### src/hw/qps_defines.vh
// constants for the questionable / power status-reporting block
// assumes inclusion by qps_top.v and qps_group.v only
`ifndef QPS_DEFINES_VH
`define QPS_DEFINES_VH

// ----------------------------------------
// word layout
// ----------------------------------------
`define QPS_WORD_W 16
`define QPS_PWR_USED_MASK 16'h000f
`define QPS_QUES_PWR_BIT 3
`define QPS_QUES_FREQ_BIT 5
`define QPS_PWR_GUARD_BIT 0
`define QPS_PWR_UNLEVEL_BIT 1
`define QPS_PWR_IQ_OVER_BIT 2
`define QPS_PWR_HEATER_BIT 3

// ----------------------------------------
// reset values
// ----------------------------------------
`define QPS_RISE_RESET 16'hffff
`define QPS_FALL_RESET 16'h0000
`define QPS_EVENT_RESET 16'h0000
`define QPS_ENABLE_RESET 16'h0000

// ----------------------------------------
// register selects, one per command/query
// ----------------------------------------
`define QPS_SEL_W 4
`define QPS_SEL_Q_COND 4'h0
`define QPS_SEL_Q_EVENT 4'h1
`define QPS_SEL_Q_RISE 4'h2
`define QPS_SEL_Q_FALL 4'h3
`define QPS_SEL_Q_ENABLE 4'h4
`define QPS_SEL_P_COND 4'h8
`define QPS_SEL_P_EVENT 4'h9
`define QPS_SEL_P_RISE 4'ha
`define QPS_SEL_P_FALL 4'hb
`define QPS_SEL_P_ENABLE 4'hc

`endif

### src/hw/qps_top.v
// questionable status group with its power sub-group and status-byte summary
// assumes hardware status levels arrive asynchronously; commands are on sys_clk
`include "qps_defines.vh"

module qps_top #(
   parameter WIDTH = `QPS_WORD_W
) (
   // clock and control
   input wire sys_clk,
   input wire reset,
   input wire clk_en,
   // hardware status, asynchronous levels
   input wire guard_trip,
   input wire unleveled,
   input wire iq_overdrive,
   input wire heater_fault,
   input wire freq_summary,
   // guard clear command pulse
   input wire guard_clear,
   // other questionable condition bits, asynchronous
   input wire [WIDTH-1:0] ques_other_cond,
   // command port
   input wire cmd_wr,
   input wire cmd_rd,
   input wire [`QPS_SEL_W-1:0] cmd_sel,
   input wire [WIDTH-1:0] cmd_wdata,
   // answer
   output reg [WIDTH-1:0] cmd_rdata,
   output reg cmd_rvalid,
   // summaries
   output reg status_byte_ques,
   output reg guard_tripped
);

   // ----------------------------------------
   // input synchronisers
   // ----------------------------------------
   // two flops per async pin; only the second stage feeds any logic
   reg [4:0] sync_a;
   reg [4:0] sync_b;
   reg [WIDTH-1:0] other_a;
   reg [WIDTH-1:0] other_b;

   always @(posedge sys_clk) begin
      if (reset) begin
         sync_a <= 5'h00;
         sync_b <= 5'h00;
         other_a <= {WIDTH{1'b0}};
         other_b <= {WIDTH{1'b0}};
      end else if (clk_en) begin
         sync_a <= {freq_summary, heater_fault, iq_overdrive, unleveled, guard_trip};
         sync_b <= sync_a;
         other_a <= ques_other_cond;
         other_b <= other_a;
      end
   end

   // ----------------------------------------
   // reverse-power guard latch
   // ----------------------------------------
   // a trip still present in the clear cycle wins, the bit stays set
   always @(posedge sys_clk) begin
      if (reset) begin
         guard_tripped <= 1'b0;
      end else if (clk_en) begin
         if (sync_b[0]) begin
            guard_tripped <= 1'b1;
         end else if (guard_clear) begin
            guard_tripped <= 1'b0;
         end
      end
   end

   // ----------------------------------------
   // power condition word
   // ----------------------------------------
   reg [WIDTH-1:0] pwr_live;

   always @* begin
      pwr_live = {WIDTH{1'b0}};
      pwr_live[`QPS_PWR_GUARD_BIT] = guard_tripped;
      pwr_live[`QPS_PWR_UNLEVEL_BIT] = sync_b[1];
      pwr_live[`QPS_PWR_IQ_OVER_BIT] = sync_b[2];
      pwr_live[`QPS_PWR_HEATER_BIT] = sync_b[3];
   end

   // ----------------------------------------
   // command decode
   // ----------------------------------------
   // condition and event selects decode to no write, so writes there are ignored
   wire wr_q_rise = cmd_wr && (cmd_sel == `QPS_SEL_Q_RISE);
   wire wr_q_fall = cmd_wr && (cmd_sel == `QPS_SEL_Q_FALL);
   wire wr_q_en = cmd_wr && (cmd_sel == `QPS_SEL_Q_ENABLE);
   wire wr_p_rise = cmd_wr && (cmd_sel == `QPS_SEL_P_RISE);
   wire wr_p_fall = cmd_wr && (cmd_sel == `QPS_SEL_P_FALL);
   wire wr_p_en = cmd_wr && (cmd_sel == `QPS_SEL_P_ENABLE);
   wire rd_q_event = cmd_rd && (cmd_sel == `QPS_SEL_Q_EVENT);
   wire rd_p_event = cmd_rd && (cmd_sel == `QPS_SEL_P_EVENT);

   // ----------------------------------------
   // power group
   // ----------------------------------------
   // condition register sits one edge behind the synchroniser, except the guard bit, which sits one edge behind its latch
   wire [WIDTH-1:0] p_cond;
   wire [WIDTH-1:0] p_rise;
   wire [WIDTH-1:0] p_fall;
   wire [WIDTH-1:0] p_event;
   wire [WIDTH-1:0] p_enable;
   wire p_summary;

   qps_group #(.WIDTH(WIDTH)) u_power (
      .sys_clk(sys_clk),
      .reset(reset),
      .clk_en(clk_en),
      .cond_in(pwr_live),
      .rise_wr(wr_p_rise),
      .fall_wr(wr_p_fall),
      .enable_wr(wr_p_en),
      .wr_data(cmd_wdata),
      .event_rd(rd_p_event),
      .cond(p_cond),
      .rise_filter(p_rise),
      .fall_filter(p_fall),
      .event_bits(p_event),
      .enable_mask(p_enable),
      .summary(p_summary)
   );

   // ----------------------------------------
   // questionable group
   // ----------------------------------------
   reg [WIDTH-1:0] ques_live;

   always @* begin
      ques_live = other_b;
      ques_live[`QPS_QUES_PWR_BIT] = p_summary;
      ques_live[`QPS_QUES_FREQ_BIT] = sync_b[4];
   end

   wire [WIDTH-1:0] q_cond;
   wire [WIDTH-1:0] q_rise;
   wire [WIDTH-1:0] q_fall;
   wire [WIDTH-1:0] q_event;
   wire [WIDTH-1:0] q_enable;
   wire q_summary;

   qps_group #(.WIDTH(WIDTH)) u_ques (
      .sys_clk(sys_clk),
      .reset(reset),
      .clk_en(clk_en),
      .cond_in(ques_live),
      .rise_wr(wr_q_rise),
      .fall_wr(wr_q_fall),
      .enable_wr(wr_q_en),
      .wr_data(cmd_wdata),
      .event_rd(rd_q_event),
      .cond(q_cond),
      .rise_filter(q_rise),
      .fall_filter(q_fall),
      .event_bits(q_event),
      .enable_mask(q_enable),
      .summary(q_summary)
   );

   // ----------------------------------------
   // read mux and registered outputs
   // ----------------------------------------
   reg [WIDTH-1:0] next_rdata;

   // unmapped selects read as zero
   always @* begin
      case (cmd_sel)
         `QPS_SEL_Q_COND: next_rdata = q_cond;
         `QPS_SEL_Q_EVENT: next_rdata = q_event;
         `QPS_SEL_Q_RISE: next_rdata = q_rise;
         `QPS_SEL_Q_FALL: next_rdata = q_fall;
         `QPS_SEL_Q_ENABLE: next_rdata = q_enable;
         `QPS_SEL_P_COND: next_rdata = p_cond;
         `QPS_SEL_P_EVENT: next_rdata = p_event;
         `QPS_SEL_P_RISE: next_rdata = p_rise;
         `QPS_SEL_P_FALL: next_rdata = p_fall;
         `QPS_SEL_P_ENABLE: next_rdata = p_enable;
         default: next_rdata = {WIDTH{1'b0}};
      endcase
   end

   always @(posedge sys_clk) begin
      if (reset) begin
         cmd_rdata <= {WIDTH{1'b0}};
         cmd_rvalid <= 1'b0;
         status_byte_ques <= 1'b0;
      end else if (clk_en) begin
         cmd_rvalid <= cmd_rd;
         if (cmd_rd) begin
            cmd_rdata <= next_rdata;
         end
         // registered so the status byte bit comes straight from a flop
         status_byte_ques <= q_summary;
      end
   end

endmodule

### src/hw/qps_group.v
// one status group: condition, transition filters, event latch, enable, summary
// assumes cond_in is already synchronous to sys_clk
`include "qps_defines.vh"

module qps_group #(
   parameter WIDTH = 16
) (
   // clock and control
   input wire sys_clk,
   input wire reset,
   input wire clk_en,
   // live condition
   input wire [WIDTH-1:0] cond_in,
   // register writes
   input wire rise_wr,
   input wire fall_wr,
   input wire enable_wr,
   input wire [WIDTH-1:0] wr_data,
   // destructive event read
   input wire event_rd,
   // state
   output reg [WIDTH-1:0] cond,
   output reg [WIDTH-1:0] rise_filter,
   output reg [WIDTH-1:0] fall_filter,
   output reg [WIDTH-1:0] event_bits,
   output reg [WIDTH-1:0] enable_mask,
   output wire summary
);

   wire [WIDTH-1:0] hits;
   reg [WIDTH-1:0] next_event;

   // ----------------------------------------
   // transition detect
   // ----------------------------------------
   assign hits = (~cond & cond_in & rise_filter) | (cond & ~cond_in & fall_filter);

   // set wins over the read-clear so no transition is lost
   always @* begin
      next_event = event_rd ? {WIDTH{1'b0}} : event_bits;
      next_event = next_event | hits;
   end

   always @(posedge sys_clk) begin
      if (reset) begin
         cond <= {WIDTH{1'b0}};
         rise_filter <= `QPS_RISE_RESET;
         fall_filter <= `QPS_FALL_RESET;
         event_bits <= `QPS_EVENT_RESET;
         enable_mask <= `QPS_ENABLE_RESET;
      end else if (clk_en) begin
         cond <= cond_in;
         event_bits <= next_event;
         if (rise_wr) begin
            rise_filter <= wr_data;
         end
         if (fall_wr) begin
            fall_filter <= wr_data;
         end
         if (enable_wr) begin
            enable_mask <= wr_data;
         end
      end
   end

   // ----------------------------------------
   // summary
   // ----------------------------------------
   assign summary = |(event_bits & enable_mask);

endmodule

### config.mk
export PLATFORM = sky130hd
export DESIGN_NAME = qps_top
export DESIGN_NICKNAME = d
export VERILOG_FILES = /design/src/hw/qps_top.v /design/src/hw/qps_group.v
export VERILOG_INCLUDE_DIRS = /design/src /design/src/hw
export SDC_FILE = /design/constraint.sdc
export NUM_CORES = 1
export LEC_CHECK = 0
export ABC_AREA = 1
export BUFFER_PORTS_ARGS = -buffer_cell sky130_fd_sc_hd__clkbuf_2
export CORE_ASPECT_RATIO = 1.1
export CORE_MARGIN = 2
export CORE_UTILIZATION = 60
export DETAILED_ROUTE_END_ITERATION = 8
export HOLD_SLACK_MARGIN = 0.06
export PLACE_DENSITY_LB_ADDON = 0.1
export SLEW_MARGIN = 15
export SYNTH_ARGS = -nofsm -noshare
export SYNTH_HDL_FRONTEND = slang
export SYNTH_SLANG_ARGS = --single-unit
### constraint.sdc
create_clock -name sys_clk -period 1.2 [get_ports sys_clk]
set_input_delay 0.06 -clock sys_clk [delete_from_list [all_inputs] [get_ports sys_clk]]
set_output_delay 0.06 -clock sys_clk [all_outputs]
set_load 0.01 [all_outputs]
==> Word level (Yosys, flattened, before mapping) <==
Index checks and enable logic that the tools add are counted.
{ "op_classes": {"n_eq_ne": 9, "mux": 5, "bitwise_logic": 18, "n_reduce_logical": 20} }
{ "op_table": {"columns": ["op", "n"], "rows": [
  ["$pmux 16 s10", 1],
  ["$and 16x16->16", 8],
  ["$or 16x16->16", 4],
  ["$mux 16", 2],
  ["$not 16->16", 2],
  ["$not 4->16", 2],
  ["$reduce_or 16->1", 2],
  ["$eq 4x4->1 const B", 5],
  ["$and 16x4->16", 1],
  ["$and 4x16->16", 1],
  ["$reduce_and 2->1", 8],
  ["$eq 4x2->1 const B", 2],
  ["$logic_and 1x1->1", 8],
  ["$eq 4x1->1 const B", 1],
  ["$eq 4x3->1 const B", 1],
  ["$logic_not 4->1", 1],
  ["$mux 1", 2],
  ["$reduce_bool 2->1", 1]
]} }
{ "totals": {"reg_bits": 209, "out_inout_bits": 19} }

==> Depth between registers and ports, before layout <==
{ "depth": {"ltp_word": 7, "depth_mapped": 10} }

==> By module <==
A second synthesis with hierarchy kept.
{ "hier_totals": {"cells_unflattened": 1518, "area_unflattened_um2": 10064.7} }
{ "modules_own_cells": {"columns": ["module", "n_inst", "cells_per_inst", "area_each_um2", "seq_area_each_um2"], "rows": [
  ["qps_group", 2, 454, 3236.9, 1601.5],
  ["qps_top", 1, 610, 3590.9, 1141.1]
]} }

==> Least setup slack after synthesis <==
No wires, ideal clock.
{ "synth_path": {"path_kind": "input to register", "from": "input clk_en", "to": "register u_ques.event_bits[10]", "setup_ns": 0.070, "t_arrival_ns": 1.043, "required_ns": 1.130, "setup_slack_ns": 0.087, "stages": 7, "path_buffers": 2, "path_cell_list": "buf_2 nand2_2 clkinv_1 nand3_2 buf_2 nand2_1 a21oi_1"} }
{ "synth_lines": {"columns": ["element", "line", "text"], "rows": [
  ["start: declaration", "qps_top.v:11", "input wire clk_en,"],
  ["end signal: assignment", "qps_group.v:49", "event_bits <= `QPS_EVENT_RESET;"],
  ["end signal: assignment", "qps_group.v:53", "event_bits <= next_event;"],
  ["end: declaration", "qps_group.v:25", "output reg [WIDTH-1:0] event_bits,"]
]} }

==> Worst setup path in the final report <==
{ "layout_path": {"from": "register u_power.enable_mask[1]", "to": "register u_ques.event_bits[3]"} }
{ "layout_via": {"elab_chain_len": 7, "elab_cells_between_ends": 9, "classes_between": "8 x bitwise; 1 x reduce/logical"} }
{ "layout_lines": {"columns": ["element", "line", "text"], "rows": [
  ["start: declaration", "qps_group.v:26", "output reg [WIDTH-1:0] enable_mask,"],
  ["start signal: assignment", "qps_group.v:50", "enable_mask <= `QPS_ENABLE_RESET;"],
  ["start signal: assignment", "qps_group.v:61", "enable_mask <= wr_data;"],
  ["$and 16x16->16 (*)", "qps_group.v:69", "assign summary = |(event_bits & enable_mask);"],
  ["$reduce_or 16->1 (*)", "qps_group.v:69", null],
  ["$not 16->16", "qps_group.v:36", "assign hits = (~cond & cond_in & rise_filter) | (cond & ~cond_in & fall_filter);"],
  ["$and 16x16->16 (2 in a row)", "qps_group.v:36", null],
  ["$or 16x16->16 (*)", "qps_group.v:36", null],
  ["$or 16x16->16 (*)", "qps_group.v:41", "next_event = next_event | hits;"]
]} }
Mark *: on every way between the ends. The rest lies on a longest branch, timed or not.
A chain may end at the register's enable or synchronous reset.

==> results.md <==
Status:
- The flow ran to the end, and the final reports show no timing, DRC or antenna violations.

Clock network:
- TritonCTS built the clock tree.
- TritonCTS created 17 clock buffers.
- The number of buffers on the longest clock path is 2.
- CTS built an H-tree with a depth of 4.
- For the worst-skew pair, the clock arrives at the later sink with an insertion delay of 0.43 ns.
- The root buffer selected by CTS is sky130_fd_sc_hd__clkbuf_16.
- The clock net in this run drives a total of 193 sinks.
- Clock-pin slew was measured on the worst setup and hold paths at 0.07 ns.

Critical path:
- The endpoint of the most critical register-to-register path is u_ques.event_bits[3]$_SDFFE_PP0P_.
- The worst register-to-register path begins at u_power.enable_mask[1]$_SDFFE_PP0P_.
- Along the worst path, the maximum fanout reaches 3.
- The register-to-register setup slack is 0.06 ns.
- The startpoint class of the critical path is a flip-flop.
- STA puts the critical path data required time at 1.56 ns.
- The worst setup path is captured at a flip-flop.
- The worst register-to-register path has a depth of 7.
- The kind of critical path is flip-flop to flip-flop.
- The arrival time of the worst setup path is 1.50 ns.

Yosys:
- The flop and latch count out of synthesis is 193.
- After technology mapping, the gate count stands at 1,166.
- The mapped netlist covers 8235 um^2.
- The number of nets handed over by synthesis was 1,213.
- In this run the mean area of a mapped cell was 7.063 um^2.
- Of the synthesized area, sequential elements account for 46.92%.
- The Yosys step of the flow raised 0 warnings.
- The distinct cell type count of the synthesized netlist is 25.

Job:
- Across the run, the number of max-cap violations was 0.

Timing:
- The final count of hold timing violations is 0.
- The final number of max-transition violations was 0.
- The final critical delay including setup and external delays is 1.138 ns.
- For this run, the top clock speed supported by timing is 878.6 MHz.
- The final critical-path share of the clock period is 94.85%.
- On the final layout, the worst clock skew is 0.005821 ns.
- Setup repair after global routing left no endpoint under its margin.
- The slew at the pin with the worst max-slew slack is 0.4013 ns.
- The total setup violations reported at the end of the flow is 0.
- The normalized max-slew margin is 73.25%.
- The summed negative setup slack over all endpoints is 0 ns.

Pwr:
- Registers are responsible for 50.6% of the overall power.
- The analysis attributes to net switching a power of 3352 uW.
- The proportion of power drawn by combinational gates is 10.0%.
- In this run the static leakage power is 0.004244 uW.
- The peak supply drop is 1.050 mV.
- Cell internal power was estimated by the tool at 10,040 uW.
- The proportion of power drawn by the clock network is 39.4%.
- The total power per unit cell area is 1319 nW/um^2.
- Net switching is 25.02% of the power.

Global routing:
- Entering global routing, the biggest net connects 76 pins.
- The number of global-route vias before repair is 7,777.
- The total routing resource utilization after global routing is 35.08%.
- The first global-routing pass estimated 40,050 um of wire.
- The total overflow left after global routing is 0.
- The initial antenna violation count is 0.

Floorplan:
- The floorplan step defined a core boundary enclosing 13,320 um^2.
- The floorplan step set the die width to 115.7 um.
- The die outline area is 14,680 um^2.
- Pin placement for this block handled 66 I/O pins.
- After floorplanning, the core was divided into 44 placement rows.
- The starting density of the core is 61.81%.
- Measured along the y axis, the die boundary spans 126.9 um.

Placed design:
- The number of placed cells counting well taps is 1,424.
- At the end of routability-driven placement, the weighted congestion stood at 0.9722.
- The placed wire-length estimate is 16,590 um.
- The count of input and output buffers is 63.

Detailed routing:
- The residual antenna-violating net count after detailed routing is 0.
- Using the TritonRoute via totals, the vias-per-cell ratio works out to 5.680.
- The sum of routed wire length over all layers is 24,700 um.
- The number of iterations in the first detailed-routing pass is 6.
- The detailed router put a total of 10,970 um of wire on met1.
- The top metal layer carrying routed signals is met4.
- The DRC violations left is 0.
- The number of DRC violations after detailed-routing iteration 0 is 1,098.
- The detailed-routed wire length on met3 is 2640 um.
- Dividing the detail-routed wire length by the instance count gives 16.57 um.
- Summing over every cut layer, the via total after detailed routing is 8,463.
- Wire segments on met2 add up to 10,550 um in the final route.

Min path:
- The tightest min-delay check is of the primary input to flip-flop type.
- The endpoint of the worst hold path is cmd_rdata[1]$_SDFFE_PP0P_.
- The worst hold path passes through 5 cells.
- The worst hold path startpoint is cmd_rd.

Layout:
- The area added between synthesis and finish is 23.31%.
- The number of nets in the final layout is 1,342.
- The number of antenna repair diodes is 0.
- The filler-free cell count of the finished design is 1,490.
- The ratio of cells with drive above 1 in the final layout is 14.78%.
## logic make-up (layout without fill, tap and decap cells)
logic type      after synthesis  in the layout  share of synthesized area (%)
simple gates                478            478                          24.60
compound gates              326            326                          20.36
flops                       193            193                          46.92
buf+inv                     169            309                          8.128
## placed cells by master (no fill, tap or decap), types with 3 or more instances in the layout
master                          instances
sky130_fd_sc_hd__a31oi_1                4
sky130_fd_sc_hd__dlygate4sd3_1         36
sky130_fd_sc_hd__buf_4                 70
sky130_fd_sc_hd__nand2_2                3
sky130_fd_sc_hd__nand4_1                6
sky130_fd_sc_hd__a21oi_1              135
sky130_fd_sc_hd__dfxtp_1              191
sky130_fd_sc_hd__clkbuf_16             17
sky130_fd_sc_hd__nor2_1               115
sky130_fd_sc_hd__o21ai_1               10
sky130_fd_sc_hd__inv_2                  3
sky130_fd_sc_hd__clkbuf_1               3
sky130_fd_sc_hd__buf_12                12
sky130_fd_sc_hd__nand3_1              126
sky130_fd_sc_hd__clkbuf_2              63
sky130_fd_sc_hd__nor2_2                 8
sky130_fd_sc_hd__clkinvlp_4             3
sky130_fd_sc_hd__nand3b_1               3
sky130_fd_sc_hd__o31ai_1               10
sky130_fd_sc_hd__clkinv_2               3
sky130_fd_sc_hd__o21ai_0              161
sky130_fd_sc_hd__nand2_1              213
sky130_fd_sc_hd__inv_1                 93
## cell type report
type	instances	area, um^2
flip-flops and latches	193	3866
multi-input cells	804	3714
fillers	1069	3168
repair buffers	181	1441
clock buffers	21	450.4
inverters	98	367.9
well taps	184	230.2
clock inverters	9	85.08
## state kept, by name, indices dropped and copies added (netlist names), 5 cells and up
register / flops
u_ques.event_bits: 16
u_power.enable_mask: 16
u_ques.cond: 16
u_ques.enable_mask: 16
u_power.fall_filter: 16
sync_b: 5
u_ques.rise_filter: 16
u_power.rise_filter: 16
cmd_rdata: 16
other_b: 14
other_a: 14
u_ques.fall_filter: 16
sync_a: 5
## repair_timing
item / 4_1_cts / 5_1_grt
gates resized for setup: 0 / 8
endpoints found under the hold margin: 104 / 0
hold buffers: 36 / 0
setup endpoints to repair: 0 / 5
setup buffers: 0 / 0
## through the flow
step	util [%]	total power [uW]	setup WS, ns	hold WS (ns)	area (um^2)
2_1_floorplan	-	7557	0.08666	0.1863	8235
3_3_place_gp	69.39	8088	-0.1910	0.2800	9245
3_5_place_dp	69.39	8111	-0.1870	0.2882	9245
4_1_cts	76.12	13370	0.007127	0.1301	10140
5_1_grt	76.22	13890	0.003814	0.1403	10150
6_report	76.22	13390	0.06179	0.1363	10150
## how the worst max path moves through the flow
stage / start / endpoint / slack (ns)
after CTS: u_power.event_bits[3]$_SDFFE_PP0P_ / u_ques.event_bits[3]$_SDFFE_PP0P_ / 0.007
after global placement: cmd_sel[3] / cmd_rdata[11]$_SDFFE_PP0P_ / -0.19
after global routing: u_power.enable_mask[0]$_SDFFE_PP0P_ / u_ques.event_bits[3]$_SDFFE_PP0P_ / 0.004
after detailed placement: cmd_sel[1] / cmd_rdata[9]$_SDFFE_PP0P_ / -0.19
after floorplan: clk_en / u_ques.event_bits[10]$_SDFFE_PP0P_ / 0.09
final: u_power.enable_mask[1]$_SDFFE_PP0P_ / u_ques.event_bits[3]$_SDFFE_PP0P_ / 0.06
## critical path, stage by stage (launching register included)
cell	delay, ns
sky130_fd_sc_hd__dfxtp_1	0.34
sky130_fd_sc_hd__nand2_1	0.07
sky130_fd_sc_hd__nand2_1	0.05
sky130_fd_sc_hd__nor2_2	0.15
sky130_fd_sc_hd__nand3_1	0.10
sky130_fd_sc_hd__o21ai_0	0.11
sky130_fd_sc_hd__nand2_1	0.10
sky130_fd_sc_hd__a21oi_2	0.14
## layer usage
metal	vias to the layer above	GRT usage, %
met1	3835	50.70
met3	50	9.412
li1	4113	-
met2	465	50.91
met4	0	11.55
met5	-	0
## synth_stat cells (all sizes together)
cell type | instances | area (um^2)
a211o | 1 | 8.760
a31oi | 4 | 25.02
nand4 | 6 | 37.54
buf | 24 | 125.1
o31ai | 10 | 75.07
nand3 | 128 | 645.6
o211ai | 1 | 7.510
nand3b | 3 | 22.52
a211oi | 2 | 15.01
inv | 96 | 360.3
nor2 | 125 | 501.7
dfxtp | 193 | 3864
clkinv | 2 | 7.510
o21ai | 171 | 855.8
clkbuf | 47 | 176.4
a22o | 1 | 8.760
nand2 | 216 | 818.3
a21oi | 136 | 680.7
## power by group through the flow
stage / Combinational [uW] / Sequential, uW / Clock, uW
2_1_floorplan: 682 / 6880 / 0
3_3_place_gp: 1180 / 6900 / 0
3_5_place_dp: 1200 / 6910 / 0
4_1_cts: 1300 / 6770 / 5310
5_1_grt: 1480 / 6790 / 5610
6_report: 1340 / 6770 / 5280
No activity file was read; power rests on OpenSTA's default activity.
